[src/asp_map.vh]
// asp_map.vh: register map, field positions and timing constants of the serial port
// assumes inclusion by the serial port design files only
`ifndef ASP_MAP_VH
`define ASP_MAP_VH
// register byte addresses
`define ASP_ADDR_CTRL    4'h0
`define ASP_ADDR_BUF     4'h4
`define ASP_ADDR_BAUD    4'h8
`define ASP_ADDR_STAT    4'hc
// control register fields
`define ASP_CTL_MODE_LO  0
`define ASP_CTL_MODE_HI  1
`define ASP_CTL_REN      2
`define ASP_CTL_FILT     3
`define ASP_CTL_TB8      4
`define ASP_CTL_HALF     5
`define ASP_CTL_RB8      6
`define ASP_CTL_RXDONE   7
`define ASP_CTL_TXDONE   8
// modes
`define ASP_MODE1        2'h1
`define ASP_MODE2        2'h2
`define ASP_MODE3        2'h3
// reset values
`define ASP_CTRL_RST     9'h000
`define ASP_BAUD_RST     16'h0000
// divide-by-16 and majority sample points
`define ASP_DIV_LAST     4'hf
`define ASP_SMP_A        4'h7
`define ASP_SMP_B        4'h8
`define ASP_SMP_C        4'h9
`define ASP_RX_ONES      9'h1ff
`define ASP_TX_BITS      4'ha
// axi responses
`define ASP_RESP_OKAY    2'h0
`define ASP_RESP_SLVERR  2'h2
`endif

[src/asp_tick.v]
// asp_tick.v: sixteen-times baud tick generator
// assumes a free-running system clock; timer overflow arrives as a one-cycle pulse
`timescale 1ns/1ps
`default_nettype none
`include "asp_map.vh"
module asp_tick (
   // clock and reset
   input  wire        ref_clk,
   input  wire        rst_n,
   // mode select
   input  wire [1:0]  mode,
   input  wire        half_rate,
   input  wire [15:0] reload,
   // tick out
   output reg         tick_q
);
   reg [15:0] cnt_q;
   reg        pre_q;
   wire       m3    = (mode == `ASP_MODE3);
   // mode 3 baud from a reloading timer overflow
   wire       ovf   = (cnt_q == 16'hffff);
   always @(posedge ref_clk) begin
      if (!rst_n) begin
         cnt_q  <= 16'h0000;
         pre_q  <= 1'b0;
         tick_q <= 1'b0;
      end else begin
         if (ovf)
            cnt_q <= reload;
         else
            cnt_q <= cnt_q + 16'h0001;
         pre_q <= ~pre_q;
         if (m3)
            tick_q <= ovf;
         else if (half_rate)
            tick_q <= 1'b1;
         else
            tick_q <= pre_q;
      end
   end
   wire unused_ok = m3;
endmodule
`default_nettype wire

[src/asp_core.v]
// asp_core.v: asynchronous serial port, modes 1 to 3, with an axi4-lite register slave
// assumes ref_clk at 50 MHz, rxd synchronous to ref_clk, remote side idling high
//
// Local design decisions: the register offsets and the AXI4-Lite interface to the registers.
`timescale 1ns/1ps
`default_nettype none
`include "asp_map.vh"
module asp_core (
   // clock and reset
   input  wire        ref_clk,
   input  wire        rst_n,
   // axi4-lite write address
   input  wire [3:0]  s_axi_awaddr,
   input  wire        s_axi_awvalid,
   output reg         s_axi_awready,
   // axi4-lite write data
   input  wire [31:0] s_axi_wdata,
   input  wire [3:0]  s_axi_wstrb,
   input  wire        s_axi_wvalid,
   output reg         s_axi_wready,
   // axi4-lite write response
   output reg  [1:0]  s_axi_bresp,
   output reg         s_axi_bvalid,
   input  wire        s_axi_bready,
   // axi4-lite read address
   input  wire [3:0]  s_axi_araddr,
   input  wire        s_axi_arvalid,
   output reg         s_axi_arready,
   // axi4-lite read data
   output reg  [31:0] s_axi_rdata,
   output reg  [1:0]  s_axi_rresp,
   output reg         s_axi_rvalid,
   input  wire        s_axi_rready,
   // serial line
   input  wire        rxd,
   output reg         txd_q
);
   // control and status
   reg  [8:0]  ctrl_q;
   reg  [15:0] baud_q;
   reg  [7:0]  rx_buf_q;
   wire [1:0]  mode     = ctrl_q[`ASP_CTL_MODE_HI:`ASP_CTL_MODE_LO];
   wire        nine     = (mode == `ASP_MODE2) || (mode == `ASP_MODE3);
   wire        on       = (mode != 2'h0);
   wire        tick;
   // axi write capture
   reg  [3:0]  aw_q;
   reg         aw_have_q;
   reg  [31:0] w_q;
   reg  [3:0]  ws_q;
   reg         w_have_q;
   wire        do_wr    = aw_have_q && w_have_q && !s_axi_bvalid;
   wire        wr_ok    = (aw_q == `ASP_ADDR_CTRL) || (aw_q == `ASP_ADDR_BUF) ||
                          (aw_q == `ASP_ADDR_BAUD);
   wire        buf_wr   = do_wr && (aw_q == `ASP_ADDR_BUF) && ws_q[0];
   wire        ctl_wr0  = do_wr && (aw_q == `ASP_ADDR_CTRL) && ws_q[0];
   wire        ctl_wr1  = do_wr && (aw_q == `ASP_ADDR_CTRL) && ws_q[1];
   // transmit state
   reg  [8:0]  tx_sh_q;
   reg  [3:0]  tx_div_q;
   reg         tx_req_q;
   reg         send_q;
   reg         data_q;
   reg         tx_first_q;
   reg         tx_set_q;
   // receive state
   reg  [3:0]  rx_div_q;
   reg  [8:0]  rx_sh_q;
   reg         rx_busy_q;
   reg         rx_prev_q;
   reg         rx_first_q;
   reg  [1:0]  smp_q;
   reg         rx_set_q;
   reg         rx_b8_q;
   reg         rx_ld_q;
   wire        maj      = (smp_q[1] & smp_q[0]) | (smp_q[1] & rxd) | (smp_q[0] & rxd);
   // first data bit sits at bit 7 of the shifter, under the start bit; buffer takes it back lsb first
   wire [7:0]  rx_rev;
   genvar      gi;
   generate
      for (gi = 0; gi < 8; gi = gi + 1) begin : g_rev
         assign rx_rev[gi] = rx_sh_q[7-gi];
      end
   endgenerate

   asp_tick u_tick (
      .ref_clk   (ref_clk),
      .rst_n     (rst_n),
      .mode      (mode),
      .half_rate (ctrl_q[`ASP_CTL_HALF]),
      .reload    (baud_q),
      .tick_q    (tick)
   );

   // axi write channel
   always @(posedge ref_clk) begin
      if (!rst_n) begin
         aw_q          <= 4'h0;
         aw_have_q     <= 1'b0;
         w_q           <= 32'h00000000;
         ws_q          <= 4'h0;
         w_have_q      <= 1'b0;
         s_axi_awready <= 1'b0;
         s_axi_wready  <= 1'b0;
         s_axi_bvalid  <= 1'b0;
         s_axi_bresp   <= `ASP_RESP_OKAY;
         baud_q        <= `ASP_BAUD_RST;
      end else begin
         s_axi_awready <= !aw_have_q && !s_axi_awready && s_axi_awvalid;
         s_axi_wready  <= !w_have_q && !s_axi_wready && s_axi_wvalid;
         if (s_axi_awvalid && s_axi_awready) begin
            aw_q      <= s_axi_awaddr;
            aw_have_q <= 1'b1;
         end
         if (s_axi_wvalid && s_axi_wready) begin
            w_q      <= s_axi_wdata;
            ws_q     <= s_axi_wstrb;
            w_have_q <= 1'b1;
         end
         if (do_wr) begin
            aw_have_q    <= 1'b0;
            w_have_q     <= 1'b0;
            s_axi_bvalid <= 1'b1;
            s_axi_bresp  <= wr_ok ? `ASP_RESP_OKAY : `ASP_RESP_SLVERR;
            if (aw_q == `ASP_ADDR_BAUD && ws_q[0])
               baud_q[7:0] <= w_q[7:0];
            if (aw_q == `ASP_ADDR_BAUD && ws_q[1])
               baud_q[15:8] <= w_q[15:8];
         end else if (s_axi_bvalid && s_axi_bready) begin
            s_axi_bvalid <= 1'b0;
         end
      end
   end

   // axi read channel
   always @(posedge ref_clk) begin
      if (!rst_n) begin
         s_axi_arready <= 1'b0;
         s_axi_rvalid  <= 1'b0;
         s_axi_rdata   <= 32'h00000000;
         s_axi_rresp   <= `ASP_RESP_OKAY;
      end else begin
         s_axi_arready <= !s_axi_rvalid && !s_axi_arready && s_axi_arvalid;
         if (s_axi_arvalid && s_axi_arready) begin
            s_axi_rvalid <= 1'b1;
            s_axi_rresp  <= `ASP_RESP_OKAY;
            case (s_axi_araddr)
               `ASP_ADDR_CTRL: s_axi_rdata <= {23'h000000, ctrl_q};
               `ASP_ADDR_BUF:  s_axi_rdata <= {24'h000000, rx_buf_q};
               `ASP_ADDR_BAUD: s_axi_rdata <= {16'h0000, baud_q};
               `ASP_ADDR_STAT: s_axi_rdata <= {27'h0000000, rx_busy_q, data_q,
                                               send_q, tx_req_q, txd_q};
               default: begin
                  s_axi_rdata <= 32'h00000000;
                  s_axi_rresp <= `ASP_RESP_SLVERR;
               end
            endcase
         end else if (s_axi_rvalid && s_axi_rready) begin
            s_axi_rvalid <= 1'b0;
         end
      end
   end

   // control register; hardware set wins over software clear
   always @(posedge ref_clk) begin
      if (!rst_n) begin
         ctrl_q <= `ASP_CTRL_RST;
      end else begin
         if (ctl_wr0)
            ctrl_q[7:0] <= w_q[7:0];
         if (ctl_wr1)
            ctrl_q[8] <= w_q[8];
         if (tx_set_q)
            ctrl_q[`ASP_CTL_TXDONE] <= 1'b1;
         if (rx_ld_q) begin
            ctrl_q[`ASP_CTL_RB8]    <= rx_b8_q;
            ctrl_q[`ASP_CTL_RXDONE] <= 1'b1;
         end
      end
   end

   // transmitter
   always @(posedge ref_clk) begin
      if (!rst_n) begin
         tx_sh_q    <= 9'h000;
         tx_div_q   <= 4'h0;
         tx_req_q   <= 1'b0;
         send_q     <= 1'b0;
         data_q     <= 1'b0;
         tx_first_q <= 1'b0;
         tx_set_q   <= 1'b0;
         txd_q      <= 1'b1;
      end else begin
         tx_set_q <= 1'b0;
         if (tick)
            tx_div_q <= tx_div_q + 4'h1;
         if (buf_wr && on) begin
            tx_sh_q  <= {(nine ? ctrl_q[`ASP_CTL_TB8] : 1'b1), w_q[7:0]};
            tx_req_q <= 1'b1;
            send_q   <= 1'b0;
            data_q   <= 1'b0;
         end else if (tick && tx_div_q == `ASP_DIV_LAST) begin
            if (tx_req_q) begin
               tx_req_q   <= 1'b0;
               send_q     <= 1'b1;
               tx_first_q <= 1'b1;
            end else if (send_q && !data_q) begin
               data_q <= 1'b1;
            end else if (data_q) begin
               if (!tx_first_q && tx_sh_q[8:1] == 8'h01) begin
                  tx_sh_q  <= 9'h000;
                  send_q   <= 1'b0;
                  data_q   <= 1'b0;
                  tx_set_q <= 1'b1;
               end else begin
                  tx_sh_q    <= {tx_first_q, tx_sh_q[8:1]};
                  tx_first_q <= 1'b0;
               end
            end
         end
         if (data_q)
            txd_q <= tx_sh_q[0];
         else
            txd_q <= !send_q;
      end
   end

   // receiver
   always @(posedge ref_clk) begin
      if (!rst_n) begin
         rx_div_q   <= 4'h0;
         rx_sh_q    <= `ASP_RX_ONES;
         rx_busy_q  <= 1'b0;
         rx_prev_q  <= 1'b1;
         rx_first_q <= 1'b0;
         smp_q      <= 2'h3;
         rx_set_q   <= 1'b0;
         rx_b8_q    <= 1'b0;
         rx_ld_q    <= 1'b0;
         rx_buf_q   <= 8'h00;
      end else begin
         rx_ld_q <= 1'b0;
         rx_set_q <= 1'b0;
         if (tick) begin
            rx_prev_q <= rxd;
            rx_div_q  <= rx_div_q + 4'h1;
            if (!rx_busy_q && on && ctrl_q[`ASP_CTL_REN] && rx_prev_q && !rxd) begin
               rx_div_q   <= 4'h1;
               rx_sh_q    <= `ASP_RX_ONES;
               rx_busy_q  <= 1'b1;
               rx_first_q <= 1'b1;
            end else if (rx_busy_q) begin
               if (rx_div_q == `ASP_SMP_A)
                  smp_q[1] <= rxd;
               if (rx_div_q == `ASP_SMP_B)
                  smp_q[0] <= rxd;
               if (rx_div_q == `ASP_SMP_C) begin
                  rx_first_q <= 1'b0;
                  if (rx_first_q && maj) begin
                     rx_busy_q <= 1'b0;
                  end else if (!rx_sh_q[8]) begin
                     rx_busy_q <= 1'b0;
                     if (!ctrl_q[`ASP_CTL_RXDONE] &&
                         (!ctrl_q[`ASP_CTL_FILT] || maj)) begin
                        rx_buf_q <= rx_rev;
                        rx_b8_q  <= maj;
                        rx_ld_q  <= 1'b1;
                     end
                  end else begin
                     rx_sh_q <= {rx_sh_q[7:0], maj};
                  end
               end
            end
         end
      end
   end
endmodule
`default_nettype wire

[config.mk]
export PLATFORM = sky130hd
export DESIGN_NAME = asp_core
export DESIGN_NICKNAME = d
export VERILOG_FILES = /design/src/asp_tick.v /design/src/asp_core.v
export VERILOG_INCLUDE_DIRS = /design/src
export SDC_FILE = /design/constraint.sdc
export NUM_CORES = 1
export LEC_CHECK = 0
export BUFFER_PORTS_ARGS = -buffer_cell sky130_fd_sc_hd__buf_2
export CORE_ASPECT_RATIO = 1.1
export CORE_MARGIN = 4
export CORE_UTILIZATION = 58
export CTS_BUF_LIST = sky130_fd_sc_hd__clkbuf_8
export DETAILED_ROUTE_END_ITERATION = 7
export PLACE_DENSITY = 0.81
export SETUP_SLACK_MARGIN = 0.2
export SYNTH_ARGS = -nofsm -noshare
export SYNTH_HDL_FRONTEND = slang
export SYNTH_HIERARCHICAL = 1
export SYNTH_SLANG_ARGS = --single-unit
[constraint.sdc]
create_clock -name ref_clk -period 2.1 [get_ports ref_clk]
set_clock_uncertainty 0.2 [all_clocks]
set_input_delay 0.315 -clock ref_clk [delete_from_list [all_inputs] [get_ports ref_clk]]
set_output_delay 0.315 -clock ref_clk [all_outputs]
set_load 0.01 [all_outputs]
==> results.py <==
metrics = {
    "status": {
        "status": "finished clean",
    },
    "placed_design": {
        "dpl_cell_area_um2": 6275,
        "dp_hpwl_um": 9461,
        "io_buffers": 57,
        "place_inst": 840,
        "finalWeightedCongestion": 0.8825,
    },
    "logic_synthesis": {
        "synthDistinctLibCells": 60,
        "async_reset_ff_share_pct": 0,
        "syn-instance-count": 676,
        "syn_area_per_cell_um2": 8.716,
        "yosysSeqAreaShare_pct": 46.55,
        "synth-seq-cells": 137,
        "ys.warnings.count": 6,
        "synth_area_um2": 5892,
        "synthFlopType": "dfxtp_1",
        "synth-edff-count": 0,
    },
    "clocking": {
        "clock_path_buffers": 2,
        "clk_latency_ns": 0.43,
        "path_clk_slew_ns": 0.07,
        "cts_inserted_buffers": 17,
        "root_buffer": "clkbuf_8",
        "numClockSinks": 137,
        "cts_max_level": 4,
        "cts_tree": "yes",
    },
    "critical_path": {
        "worstReg2RegStart": "smp_q[0]",
        "slowest_delay_ns": 0.41,
        "cp.arrival_ns": 1.96,
        "crit_path_start": "smp_q[0]",
        "cp-end-kind": "flip-flop",
        "start_kind": "flip-flop",
        "critical_path.top_delay_family": "compound AO/OA/AOI/OAI gates",
        "crit_type": "reg2reg",
        "cp_data_required_time_ns": 2.21,
        "crit_buf_inv": 1,
        "crit_chain": "maj3_2 -> buf_4 -> o21ai_1 -> nor2_4 -> mux2i_1",
        "cp_max_fo": 5,
        "crit_slowest_cell": "o21ai_1",
    },
    "routing": {
        "drt-total-wl_um": 14680,
        "num_vias": 5340,
        "ant_nets": 0,
        "route.detailed.wl_per_inst_um": 16.20,
        "drt_iter0_drc": 404,
        "drc": 0,
        "firstDrtPassIters": 5,
        "viasPerCell": 5.894,
    },
    "timing": {
        "period_needed_ns": 1.852,
        "holdWs_ns": 0.1967,
        "setup_tns_ns": 0,
        "finalCritPeriodShare_pct": 88.20,
        "setup_viol": 0,
        "slew_headroom_pct": 53.61,
        "worst_pin_slew_ns": 0.6958,
        "finalHoldViolations": 0,
        "rsz0062_at_grt": "yes",
        "fmax_mhz": 539.9,
        "final-max-slew-violation-count": 0,
    },
    "layout": {
        "design_area_um2": 7042,
        "fill_cells": 731,
        "multi_input_area_um2": 2915,
        "drive_gt1_share_pct": 17.81,
        "seqCellArea_um2": 2748,
        "area_growth_pct": 19.52,
        "nNetsFinal": 831,
        "fin_cells": 906,
        "diodes": 0,
    },
    "global_route": {
        "grt_pass1_wl_um": 24370,
        "grt_pass1_vias": 5121,
        "use_met2_pct": 43.69,
        "top_usage_layer": "met2",
        "antenna_found_initial": 0,
        "met3_usage_pct": 5.942,
        "grt.overflow.total": 0,
        "grt_usage_pct": 25.30,
        "grt_use_met1_pct": 31.32,
        "grt_max_degree": 70,
    },
    "floorplan": {
        "die_width_um": 104.1,
        "die_h_um": 113.7,
        "initial_core_util_pct": 59.58,
        "core_area_um2": 9889,
        "ios": 94,
        "die_area_um2": 11840,
        "rows": 38,
    },
    "hold_path": {
        "hold_start": "s_axi_araddr[3]",
        "hp-class": "in2reg",
    },
    "power_and_ir_drop": {
        "clkPwrFrac_pct": 41.7,
        "vdd_drop_max_mv": 0.4247,
        "power.switching_w": 0.001140,
        "leakagePower_nw": 2.740,
        "swShare_pct": 22.53,
        "p_int_w": 0.003922,
        "total_power_w": 0.005062,
        "power_density_nw_per_um2": 718.9,
        "comb_power_share_pct": 5.6,
        "p_seq_share_pct": 52.7,
    },
    "run": {
        "cap_violations": 0,
    },
}
[through the flow]
stage / util (%) / setup WS [ns]
after floorplan: - / 0.2652
after global placement: 63.45 / 0.1408
after detailed placement: 63.45 / 0.09580
after CTS: 70.71 / 0.2034
after global routing: 71.20 / 0.1615
final: 71.20 / 0.2478
[synthesized netlist by cell type (all sizes together), types with 7 or more instances]
master	n	area, µm²
o21ai	38	190.2
a211oi	10	75.07
a21oi	58	290.3
buf	31	211.5
nand2	108	407.9
a31oi	7	43.79
a22oi	12	90.09
nor3	28	151.4
nor2	44	175.2
mux2i	34	340.3
inv	13	48.79
nand4	13	96.34
dfxtp	137	2743
nand3	40	200.2
clkbuf	20	75.07
xnor2	8	70.07
[layout make-up]
class / count / area share, %
sequential: 137 / 39.02
multi-input combinational: 493 / 41.40
clock buffer: 18 / 3.518
timing repair buffer: 112 / 11.25
tap: 120 / 2.132
inverter: 13 / 0.6930
clock inverter: 13 / 1.990
[cells in the final DEF, fill, tap and decap left out, types with 4 or more instances in the layout]
cell type      count
dfxtp_1          133
nand2_1          107
a21oi_1           58
buf_2             58
nor2_1            42
nand3_1           40
o21ai_0           36
mux2i_1           34
dlygate4sd3_1     32
nor3_1            27
buf_4             20
conb_1            18
clkbuf_8          18
inv_1             16
nand4_1           12
a22oi_1           12
a211oi_1          10
xnor2_1            8
a31oi_1            7
xor2_1             5
mux2_2             5
a221o_1            5
nand4b_1           4
nor4_1             4
ha_1               4
dfxtp_2            4
[per-layer routing]
layer | share of wire, % | wire (µm) | vias up
met4 | 1.8 | 265 | 0
li1 | - | - | 2567
met1 | 42 | 6167 | 2553
met3 | 6.0 | 884 | 26
met5 | 0 | 0 | -
met2 | 50 | 7358 | 194
[worst register-to-register path, delay by kind of cell (launching register included)]
family | cells | cell delay, ns
flops | 1 | 0.32
compound gates | 1 | 0.41
fa+ha+maj | 1 | 0.36
simple gates | 1 | 0.13
buf+inv | 1 | 0.17
mux | 1 | 0.15
[registers in the layout (all words and copies together), names as in the netlist, 2 cells and up]
signal,cells
ws_q,2
tx_sh_q,9
baud_q,16
ctrl_q,9
tx_div_q,4
rx_div_q,4
rx_buf_q,8
s_axi_rdata,16
w_q,16
u_tick/cnt_q,16
smp_q,2
rx_sh_q,9
aw_q,4
[logic make-up (layout without fill, tap and decap cells)]
family                   after synthesis  count (layout)  synth area share, %
AND/OR/NAND/NOR                      268             269                22.04
AO/OA/AOI/OAI                        148             148                15.74
flip-flops                           137             137                46.55
buffers and inverters                 64             156                5.691
multiplexers                          39              39                6.732
XOR/XNOR                              13              13                1.932
adder cells (fa/ha/maj)                6               6                1.253
other                                  1              18              0.06365
[worst paths after layout]
check | to | slack [ns] | cells after the start
setup / recovery | rx_buf_q[0] | 0.25 | 5
hold / removal | s_axi_rdata[5] | 0.20 | 4
hold reg to reg | u_tick/pre_q | 0.24 | 1
setup reg to reg | rx_buf_q[0] | 0.25 | 5
[power by group through the flow]
stage	clock network (W)	logic [W]	registers, W
2_1_floorplan	0	0.000171	0.00272
3_3_place_gp	0	0.000219	0.00272
3_5_place_dp	0	0.000227	0.00272
4_1_cts	0.00214	0.000272	0.00266
5_1_grt	0.00227	0.000311	0.00267
6_report	0.00211	0.000282	0.00267
[timing repair]
action / in CTS / in global routing
pin swaps: 0 / 3
buffers inserted: 0 / 1
hold endpoints to repair: 32 / 0
cloned: 0 / 2
setup endpoints to repair: 12 / 37
resized for setup: 4 / 11
hold buffers: 32 / 0
Note: power is estimated with default switching activity, not from simulation.
